==> config.mk <==
export PLATFORM = sky130hd
export DESIGN_NAME = spbp_serial_pin_port
export DESIGN_NICKNAME = d
export VERILOG_FILES = /design/src/spbp_pin_sync.v /design/src/spbp_serial_pin_port.v
export VERILOG_INCLUDE_DIRS = /design/src /design/src/common
export SDC_FILE = /design/constraint.sdc
export NUM_CORES = 1
export LEC_CHECK = 0
export BUFFER_PORTS_ARGS = -buffer_cell sky130_fd_sc_hd__buf_2
export CORE_MARGIN = 10
export CORE_UTILIZATION = 45
export CTS_CLUSTER_SIZE = 8
export DETAILED_ROUTE_END_ITERATION = 7
export PLACE_DENSITY_LB_ADDON = 0.12
export SLEW_MARGIN = 30
export SYNTH_ARGS = -nofsm -noshare
export SYNTH_HDL_FRONTEND = slang
export SYNTH_SLANG_ARGS = --single-unit
==> constraint.sdc <==
create_clock -name i_clk_sys -period 4.5 [get_ports i_clk_sys]
set_input_delay 0.45 -clock i_clk_sys [delete_from_list [all_inputs] [get_ports i_clk_sys]]
set_output_delay 0.45 -clock i_clk_sys [all_outputs]
set_load 0.02 [all_outputs]
==> src/common/spbp_defs.vh <==
// Register offset, field positions and reset values of the serial pin port
`ifndef SPBP_DEFS_VH
`define SPBP_DEFS_VH

// ----------------------------------------------------------------
// Register map
// ----------------------------------------------------------------
`define SPBP_ADDR_W 8
`define SPBP_DATA_W 8
`define SPBP_ADDR_SERIAL_PIN_CONTROL 8'h0a

// ----------------------------------------------------------------
// Field positions of serial_pin_control
// ----------------------------------------------------------------
`define SPBP_BIT_PHY_RESET_RELEASE 7
`define SPBP_BIT_MGMT_CLOCK_LEVEL 6
`define SPBP_BIT_MGMT_DRIVE_ENABLE 5
`define SPBP_BIT_MGMT_DATA 4
`define SPBP_BIT_MGMT_OUTPUT_ENABLE 3
`define SPBP_BIT_EEPROM_CLOCK_LEVEL 2
`define SPBP_BIT_EEPROM_DRIVE_ENABLE 1
`define SPBP_BIT_EEPROM_DATA 0

// ----------------------------------------------------------------
// Reset values
// ----------------------------------------------------------------
`define SPBP_RST_BIT 1'b0
`define SPBP_RST_BYTE 8'h00
`define SPBP_RST_OE_N 1'b1

`endif

==> src/spbp_pin_sync.v <==
// Three-flop pin synchroniser with agreement filter
`timescale 1ns/100ps

module spbp_pin_sync (
	input wire i_clk_sys,
	input wire i_reset,
	input wire i_pin,
	output reg o_level
);

	// ----------------------------------------------------------------
	// Synchroniser stages
	// ----------------------------------------------------------------
	reg stage1;
	reg stage2;
	reg stage3;

	always @(posedge i_clk_sys) begin
		if (i_reset) begin
			stage1 <= 1'b0;
			stage2 <= 1'b0;
			stage3 <= 1'b0;
			o_level <= 1'b0;
		end else begin
			stage1 <= i_pin; // RULE15
			stage2 <= stage1; // RULE15
			stage3 <= stage2;
			if (stage2 == stage3) begin
				o_level <= stage3;
			end
		end
	end

endmodule // spbp_pin_sync

==> src/spbp_serial_pin_port.v <==
// Register-driven pin port for the PHY management and EEPROM serial links
// Operation
// RULE1: PHY reset pin follows bit seven
// RULE2: Reset-release bit holds value, resets low
// RULE3: Back-to-back low then high writes accepted
// RULE4: PHY reset driven only with output enable
// RULE5: Management clock pin follows bit six
// RULE6: Drive enable set: MDIO carries data bit
// RULE7: Drive enable clear: release MDIO, sample it
// RULE8: Output enable gates all three management outputs
// RULE9: EEPROM clock pin follows bit two
// RULE10: EEPROM drive enable: pin carries data bit
// RULE11: EEPROM drive clear: release, sample pin
// RULE12: Data bits show pins, others reset zero
// RULE13: Writes move pins, reads return samples
// RULE14: Release management outputs when not master
// RULE15: Sampled pins pass a synchroniser first
`timescale 1ns/100ps
`include "spbp_defs.vh"

module spbp_serial_pin_port (
	input wire i_clk_sys,
	input wire i_reset,
	// Register port
	input wire i_dio_sel,
	input wire i_dio_wr,
	input wire [`SPBP_ADDR_W-1:0] i_dio_addr,
	input wire [`SPBP_DATA_W-1:0] i_dio_wdata,
	output reg [`SPBP_DATA_W-1:0] o_dio_rdata,
	output reg o_dio_ack,
	// PHY management link
	input wire i_mgmt_data_pin,
	output wire o_mgmt_data_pin,
	output wire o_mgmt_data_pin_oe_n,
	output wire o_mgmt_clock_pin,
	output wire o_mgmt_clock_pin_oe_n,
	output wire o_phy_reset_pin,
	output wire o_phy_reset_pin_oe_n,
	// EEPROM link
	output wire o_eeprom_clock_pin,
	input wire i_eeprom_data_pin,
	output wire o_eeprom_data_pin,
	output wire o_eeprom_data_pin_oe_n
);

	// ----------------------------------------------------------------
	// Functions
	// ----------------------------------------------------------------
	function addr_hit;
		input [`SPBP_ADDR_W-1:0] addr;
		begin
			addr_hit = (addr == `SPBP_ADDR_SERIAL_PIN_CONTROL);
		end
	endfunction

	// New value of a data bit: sample when released, else written value
	function data_next;
		input drive_next;
		input wr;
		input wr_value;
		input held;
		input sampled;
		begin
			if (!drive_next) begin
				data_next = sampled;
			end else if (wr) begin
				data_next = wr_value;
			end else begin
				data_next = held;
			end
		end
	endfunction

	// ----------------------------------------------------------------
	// Register bits
	// ----------------------------------------------------------------
	reg phy_reset_release;
	reg mgmt_clock_level;
	reg mgmt_drive_enable;
	reg mgmt_data_bit;
	reg mgmt_output_enable;
	reg eeprom_clock_level;
	reg eeprom_drive_enable;
	reg eeprom_data_bit;

	reg next_phy_reset_release;
	reg next_mgmt_clock_level;
	reg next_mgmt_drive_enable;
	reg next_mgmt_data_bit;
	reg next_mgmt_output_enable;
	reg next_eeprom_clock_level;
	reg next_eeprom_drive_enable;
	reg next_eeprom_data_bit;

	wire mgmt_data_sampled;
	wire eeprom_data_sampled;
	wire reg_write;
	wire reg_read;
	wire unmapped_read;
	reg [`SPBP_DATA_W-1:0] sio_value;
	reg [`SPBP_DATA_W-1:0] next_rdata;

	reg phy_reset_oe_n;
	reg mgmt_clock_oe_n;
	reg mgmt_data_oe_n;
	reg eeprom_data_oe_n;
	reg next_phy_reset_oe_n;
	reg next_mgmt_clock_oe_n;
	reg next_mgmt_data_oe_n;
	reg next_eeprom_data_oe_n;

	// ----------------------------------------------------------------
	// Inbound pin synchronisers
	// ----------------------------------------------------------------
	spbp_pin_sync u_mgmt_data_sync (
		.i_clk_sys(i_clk_sys),
		.i_reset(i_reset),
		.i_pin(i_mgmt_data_pin),
		.o_level(mgmt_data_sampled)
	); // RULE15

	spbp_pin_sync u_eeprom_data_sync (
		.i_clk_sys(i_clk_sys),
		.i_reset(i_reset),
		.i_pin(i_eeprom_data_pin),
		.o_level(eeprom_data_sampled)
	); // RULE15

	// ----------------------------------------------------------------
	// Access decode
	// ----------------------------------------------------------------
	assign reg_write = i_dio_sel & i_dio_wr & addr_hit(i_dio_addr);
	assign reg_read = i_dio_sel & ~i_dio_wr & addr_hit(i_dio_addr);
	assign unmapped_read = i_dio_sel & ~i_dio_wr & ~addr_hit(i_dio_addr);

	// ----------------------------------------------------------------
	// Next values of the control bits
	// ----------------------------------------------------------------
	always @* begin
		next_phy_reset_release = phy_reset_release;
		next_mgmt_clock_level = mgmt_clock_level;
		next_mgmt_drive_enable = mgmt_drive_enable;
		next_mgmt_output_enable = mgmt_output_enable;
		next_eeprom_clock_level = eeprom_clock_level;
		next_eeprom_drive_enable = eeprom_drive_enable;
		if (reg_write) begin
			// Held until rewritten, any write spacing accepted
			next_phy_reset_release =
				i_dio_wdata[`SPBP_BIT_PHY_RESET_RELEASE]; // RULE2 RULE3
			next_mgmt_clock_level =
				i_dio_wdata[`SPBP_BIT_MGMT_CLOCK_LEVEL]; // RULE13
			next_mgmt_drive_enable =
				i_dio_wdata[`SPBP_BIT_MGMT_DRIVE_ENABLE]; // RULE13
			next_mgmt_output_enable =
				i_dio_wdata[`SPBP_BIT_MGMT_OUTPUT_ENABLE]; // RULE13
			next_eeprom_clock_level =
				i_dio_wdata[`SPBP_BIT_EEPROM_CLOCK_LEVEL]; // RULE13
			next_eeprom_drive_enable =
				i_dio_wdata[`SPBP_BIT_EEPROM_DRIVE_ENABLE]; // RULE13
		end
	end

	// ----------------------------------------------------------------
	// Next values of the data bits
	// ----------------------------------------------------------------
	always @* begin
		next_mgmt_data_bit = data_next(
			next_mgmt_drive_enable,
			reg_write,
			i_dio_wdata[`SPBP_BIT_MGMT_DATA],
			mgmt_data_bit,
			mgmt_data_sampled); // RULE7
		next_eeprom_data_bit = data_next(
			next_eeprom_drive_enable,
			reg_write,
			i_dio_wdata[`SPBP_BIT_EEPROM_DATA],
			eeprom_data_bit,
			eeprom_data_sampled); // RULE11
	end

	// ----------------------------------------------------------------
	// Control register flops
	// ----------------------------------------------------------------
	always @(posedge i_clk_sys) begin
		if (i_reset) begin
			phy_reset_release <= `SPBP_RST_BIT; // RULE2 RULE12
			mgmt_clock_level <= `SPBP_RST_BIT; // RULE12
			mgmt_drive_enable <= `SPBP_RST_BIT; // RULE12
			mgmt_output_enable <= `SPBP_RST_BIT; // RULE8 RULE12
			eeprom_clock_level <= `SPBP_RST_BIT; // RULE12
			eeprom_drive_enable <= `SPBP_RST_BIT; // RULE12
		end else begin
			phy_reset_release <= next_phy_reset_release;
			mgmt_clock_level <= next_mgmt_clock_level;
			mgmt_drive_enable <= next_mgmt_drive_enable;
			mgmt_output_enable <= next_mgmt_output_enable;
			eeprom_clock_level <= next_eeprom_clock_level;
			eeprom_drive_enable <= next_eeprom_drive_enable;
		end
	end

	// ----------------------------------------------------------------
	// Data bit flops
	// ----------------------------------------------------------------
	// Drive enables are low after reset, so both bits track their pins
	always @(posedge i_clk_sys) begin
		if (i_reset) begin
			mgmt_data_bit <= `SPBP_RST_BIT;
			eeprom_data_bit <= `SPBP_RST_BIT;
		end else begin
			mgmt_data_bit <= next_mgmt_data_bit; // RULE12
			eeprom_data_bit <= next_eeprom_data_bit; // RULE12
		end
	end

	// ----------------------------------------------------------------
	// Output enable flops
	// ----------------------------------------------------------------
	// One flop per pad enable, so a shared line never sees a decode glitch
	always @* begin
		next_phy_reset_oe_n = ~next_mgmt_output_enable; // RULE4 RULE8
		next_mgmt_clock_oe_n = ~next_mgmt_output_enable; // RULE5 RULE8
		next_mgmt_data_oe_n =
			~(next_mgmt_output_enable & next_mgmt_drive_enable); // RULE14
		next_eeprom_data_oe_n = ~next_eeprom_drive_enable; // RULE11
	end

	always @(posedge i_clk_sys) begin
		if (i_reset) begin
			phy_reset_oe_n <= `SPBP_RST_OE_N; // RULE8
			mgmt_clock_oe_n <= `SPBP_RST_OE_N; // RULE8
			mgmt_data_oe_n <= `SPBP_RST_OE_N; // RULE8
			eeprom_data_oe_n <= `SPBP_RST_OE_N;
		end else begin
			phy_reset_oe_n <= next_phy_reset_oe_n;
			mgmt_clock_oe_n <= next_mgmt_clock_oe_n;
			mgmt_data_oe_n <= next_mgmt_data_oe_n;
			eeprom_data_oe_n <= next_eeprom_data_oe_n;
		end
	end

	// ----------------------------------------------------------------
	// Management link pins
	// ----------------------------------------------------------------
	assign o_phy_reset_pin = phy_reset_release; // RULE1
	assign o_phy_reset_pin_oe_n = phy_reset_oe_n; // RULE4 RULE8

	assign o_mgmt_clock_pin = mgmt_clock_level; // RULE5
	assign o_mgmt_clock_pin_oe_n = mgmt_clock_oe_n; // RULE5 RULE8

	// Shared link: released unless this port is the active master
	assign o_mgmt_data_pin = mgmt_data_bit; // RULE6
	assign o_mgmt_data_pin_oe_n = mgmt_data_oe_n; // RULE6 RULE7 RULE14

	// ----------------------------------------------------------------
	// EEPROM link pins
	// ----------------------------------------------------------------
	assign o_eeprom_clock_pin = eeprom_clock_level; // RULE9

	assign o_eeprom_data_pin = eeprom_data_bit; // RULE10
	assign o_eeprom_data_pin_oe_n = eeprom_data_oe_n; // RULE10 RULE11

	// ----------------------------------------------------------------
	// Read path
	// ----------------------------------------------------------------
	always @* begin
		sio_value = `SPBP_RST_BYTE;
		sio_value[`SPBP_BIT_PHY_RESET_RELEASE] = phy_reset_release;
		sio_value[`SPBP_BIT_MGMT_CLOCK_LEVEL] = mgmt_clock_level;
		sio_value[`SPBP_BIT_MGMT_DRIVE_ENABLE] = mgmt_drive_enable;
		sio_value[`SPBP_BIT_MGMT_DATA] = mgmt_data_bit;
		sio_value[`SPBP_BIT_MGMT_OUTPUT_ENABLE] = mgmt_output_enable;
		sio_value[`SPBP_BIT_EEPROM_CLOCK_LEVEL] = eeprom_clock_level;
		sio_value[`SPBP_BIT_EEPROM_DRIVE_ENABLE] = eeprom_drive_enable;
		sio_value[`SPBP_BIT_EEPROM_DATA] = eeprom_data_bit;
	end

	always @* begin
		next_rdata = o_dio_rdata;
		if (reg_read) begin
			next_rdata = sio_value; // RULE13
		end else if (unmapped_read) begin
			next_rdata = `SPBP_RST_BYTE;
		end
	end

	always @(posedge i_clk_sys) begin
		if (i_reset) begin
			o_dio_ack <= 1'b0;
		end else begin
			o_dio_ack <= i_dio_sel;
		end
	end

	always @(posedge i_clk_sys) begin
		if (i_reset) begin
			o_dio_rdata <= `SPBP_RST_BYTE;
		end else begin
			o_dio_rdata <= next_rdata;
		end
	end

endmodule // spbp_serial_pin_port

# Word level (Yosys, flattened, before mapping)
# Index checks and enable logic that the tools add are counted.
classes:
  reduce_logical: 1
  n_mux: 9
  bitwise_logic: 11
  eq_ne: 5
op_table:
  columns: ["operator", "n"]
  rows:
  - ["8-bit 2-to-1 mux", 2]
  - ["8-bit by 4-bit == test with 1-bit output, second input constant", 1]
  - ["1-bit 2-to-1 mux", 7]
  - ["1-bit bitwise AND", 6]
  - ["1-bit inverter", 5]
  - ["2-bit inequality test, second input constant", 2]
  - ["1-bit == test", 2]
  - ["2-bit nonzero test", 1]
word_totals:
  regBits: 28
  wordCells: 47
  output_inout_bits: 18
  in_bits: 22

# Logic depth before layout (Yosys ltp)
depth:
  ltp_word: 5
  ltp_mapped: 5
  ltp_nobuf: 4

# Cells and area by module
# Synthesis repeated with hierarchy kept, for this count alone.
unflattened:
  cells_unflattened: 96
  area_unflattened_um2: 993.5
modules_own_cells:
  columns: ["module", "seq_area_each_um2", "cells_each", "area_each_um2", "n_inst"]
  rows:
  - ["spbp_serial_pin_port", 400.4, 76, 768.2, 1]
  - ["spbp_pin_sync", 80.1, 10, 112.6, 2]

# Least setup slack after synthesis
# OpenSTA, ideal clock, no wires.
synth_timing:
  kind: "in2reg"
  startpoint: "in i_dio_addr[7]"
  endpoint: "reg mgmt_data_bit, in the netlist o_mgmt_data_pin"
  n_path_buf: 1
  required_time_ns: 4.379
  setup_time_ns: 0.121
  path_slack_ns: 2.722
  arrival_time_ns: 1.656
  path_stages: 5
  cell_sequence: "or4_4 > nor3_4 > buf_6 > mux2i_1 > a21oi_1"
synth_between:
  elab_chain_cells: 4
  word_cells_on_any_way: 5
  cone_classes: "eq/ne (2); mux (2); bitwise (1)"
synth_rtl:
  columns: ["item", "line_no", "rtl"]
  rows:
  - ["start: declaration", "spbp_serial_pin_port.v:27", "input wire [`SPBP_ADDR_W-1:0] i_dio_addr,"]
  - ["8-bit by 4-bit == test with 1-bit output (no source line) *", null, null]
  - ["1-bit bitwise AND *", "spbp_serial_pin_port.v:132", "assign reg_write = i_dio_sel & i_dio_wr & addr_hit(i_dio_addr);"]
  - ["1-bit 2-to-1 mux", "spbp_serial_pin_port.v:146", "if (reg_write) begin"]
  - ["2-bit inequality test (no source line) / 1-bit 2-to-1 mux (equally long branches)", null, null]
  - ["end signal: assignment", "spbp_serial_pin_port.v:208", "mgmt_data_bit <= `SPBP_RST_BIT;"]
  - ["end signal: assignment", "spbp_serial_pin_port.v:211", "mgmt_data_bit <= next_mgmt_data_bit;"]
  - ["end: declaration", "spbp_serial_pin_port.v:80", "reg mgmt_data_bit;"]
# Mark *: on every way between the ends. The rest lies on a longest branch, timed or not.
# A chain may end at the register's enable or synchronous reset.

# Final worst setup path
layout_timing:
  startpoint: "in i_dio_addr[7]"
  endpoint: "reg eeprom_data_oe_n, in the netlist o_eeprom_data_pin_oe_n"
layout_between:
  elab_chain_cells: 4
layout_rtl:
  columns: ["item", "line_no", "rtl"]
  rows:
  - ["8-bit by 4-bit == test with 1-bit output (no source line)", null, null]
  - ["1-bit bitwise AND", "spbp_serial_pin_port.v:132", null]
  - ["1-bit 2-to-1 mux", "spbp_serial_pin_port.v:146", null]
  - ["1-bit inverter", "spbp_serial_pin_port.v:225", "next_eeprom_data_oe_n = ~next_eeprom_drive_enable;"]
  - ["end signal: assignment", "spbp_serial_pin_port.v:233", "eeprom_data_oe_n <= `SPBP_RST_OE_N;"]
  - ["end signal: assignment", "spbp_serial_pin_port.v:238", "eeprom_data_oe_n <= next_eeprom_data_oe_n;"]
  - ["end: declaration", "spbp_serial_pin_port.v:106", "reg eeprom_data_oe_n;"]
# Every way passes these cells.

==> results_dict.tcl <==
set metrics [dict create \
    crit_chain "buf_2 -> or4_4 -> nor3_4 -> mux2i_1 -> or2_2" \
    chipWidth_um 67.1 \
    dieHeight_um 67.1 \
    startpoint_type "input pin" \
    final_cell_mix "39 x buf_2, 28 x dfxtp_1, 14 x nor2_1" \
    grt_max_degree 30 \
    fin_crit_ns 1.88 \
    final_common_cell "buf_2" \
    num-nets-final 157 \
    max_freq_ghz 0.531 \
    numCtsBuffers 3 \
    ys_ff_latch 28 \
    grtUsageTotal_pct 9.62 \
    yosysWarnings 0 \
    synth-xor-area-share_pct 0 \
    synthSimpleGateAreaFrac_pct 19.4 \
    grt_pass1_vias 789 \
    crit_type "input pin to flip-flop" \
    area_growth_pct 21.8 \
    crit_path_top_delay_cell "or4_4" \
    initial_core_util_pct 48.8 \
    drc 0 \
    setup_viol 0 \
    cap_violations 0 \
    fin_util_pct 59.5 \
    synth_top_family_by_area "simple AND/OR/NAND/NOR gates" \
    via_count 805 \
    path_max_fanout 11 \
    row_count 16 \
    status "finished clean" \
    avgSynthCellArea_um2 10.3 \
    post_cts_buffers 0 \
    gp_congestion 0.813 \
    seq_area_frac_synth_pct 56.2 \
    cts_sinks 28 \
    slew_violations 0 \
    grt_pass1_wl_mm 3.40 \
    period_share_pct 41.8 \
    cpPeakStageDelay_ns 0.55 \
    synth_compound_area_share_pct 11.8 \
    cts_hold_buf 0 \
    grt_antenna_before_repair 0 \
    tns_ns 0 \
    hp-class "input pin to flip-flop" \
    ys_types 24 \
    clk_latency_ns 0.31 \
    dp_hpwl_mm 1.70 \
    worst_pin_slew_ns 0.584 \
    fin_skew_ns 0.000533 \
    grt.overflow.total 0 \
    drt_first_pass_iters 4 \
    design_area_um2 1210 \
    cts.path.max_buffers 2 \
    clockRootBuffer "clkbuf_4" \
    dieArea_um2 4500 \
    worstPathRequired_ns 4.71 \
    path_buf_inv 1 \
    syn_inst 97 \
    routed_wl_mm 2.23 \
    detail_route.wl_per_cell_um 13.9 \
    io_pins 40 \
    drive_above_1_share_pct 34.6 \
    drtIter0Drc 21 \
    place_area_um2 1190 \
    diodes 0 \
    postCtsResizedCells 0 \
    cts_tree "built" \
    crit_family "simple AND/OR/NAND/NOR gates" \
    p_per_area_nw_per_um2 302 \
    h-tree-depth 1 \
    total_power_mw 0.367 \
    endpoint_kind "flip-flop" \
    leakagePower_nw 0.515 \
    rsz0062_at_grt "no" \
    viasPerCell 5.03 \
    clk_pin_slew_worst_paths_ns 0.13 \
    synthMuxAreaShare_pct 8.03 \
    max-slew-margin-rel_pct 60.9 \
    io_buffers 39 \
    core_um2 2040 \
    synth_nets 119 \
    ant_nets 0 \
    synthAdderAreaFrac_pct 0 \
    hold_viol 0 \
    synthesis.area_um2 997 \
    arrival_ns 2.09 \
    max-vdd-ir-drop_mv 0.212 \
]
==> metrics by stage <==
step | instances | hold slack, ns | worst slack, ns
final | 160 | 0.343 | 2.62
after global routing | 160 | 0.339 | 2.53
after CTS | 160 | 0.330 | 2.64
after detailed placement | 157 | 0.428 | 2.29
after global placement | 157 | 0.417 | 2.30
after floorplan | 97 | 0.414 | 2.72
==> routing by layer <==
metal / global-route usage [%] / share of wire, % / vias to the layer above
li1: - / - / 403
met1: 9.98 / 42 / 368
met2: 15.6 / 45 / 32
met3: 5.02 / 12 / 2
met4: 4.62 / 0.58 / 0
met5: 0 / 0 / -
==> worst paths after layout <==
check	startpoint	to	slack, ns	depth (start not counted)
setup / recovery	i_dio_addr[7]	o_eeprom_data_pin_oe_n	2.62	5
hold / removal	i_eeprom_data_pin	u_eeprom_data_sync.stage1	0.34	2
setup reg to reg	flip-flop	o_eeprom_data_pin_oe_n	3.62	2
hold reg to reg	u_eeprom_data_sync.stage1	u_eeprom_data_sync.stage2	0.45	1
==> report_power, final <==
part | leakage (nW) | switching (mW) | internal, mW
Clock | 0.0138 | 0.0628 | 0.0312
Combinational | 0.274 | 0.0114 | 0.0103
Sequential | 0.227 | 0.000843 | 0.251
==> synthesized netlist by cell type <==
library cell / count / area (um2)
mux2i_1: 8 / 80.1
nand4bb_1: 1 / 11.3
clkbuf_1: 3 / 11.3
or2_2: 1 / 6.26
nor2b_1: 8 / 50.1
nor3_4: 1 / 16.3
nand3_1: 1 / 5.00
nand2_1: 3 / 11.3
nor3_2: 1 / 10.0
o21ai_0: 2 / 10.0
a21o_1: 1 / 7.51
inv_1: 3 / 11.3
buf_4: 1 / 7.51
or4_4: 1 / 11.3
buf_1: 1 / 3.75
nand2b_1: 1 / 6.26
buf_6: 1 / 11.3
a21oi_1: 5 / 25.0
nor2_1: 14 / 52.6
or2_1: 1 / 6.26
a211oi_1: 2 / 15.0
a22oi_1: 8 / 60.1
dfxtp_1: 28 / 561
nand3b_1: 1 / 7.51
==> layout make-up <==
class / instances / area, um2
fillers: 202 / 827
flip-flops and latches: 28 / 561
multi-input cells: 60 / 392
repair buffers: 39 / 195
well taps: 27 / 33.8
clock buffers: 3 / 22.5
inverters: 3 / 11.3
==> cell families after synthesis <==
| logic type | count (synthesis) |
|---|---|
| buffers and inverters | 9 |
| and+or+nand+nor | 34 |
| DFF | 28 |
| AOI/OAI and AO/OA | 18 |
| muxes | 8 |
(Power assumes the default switching activity.)
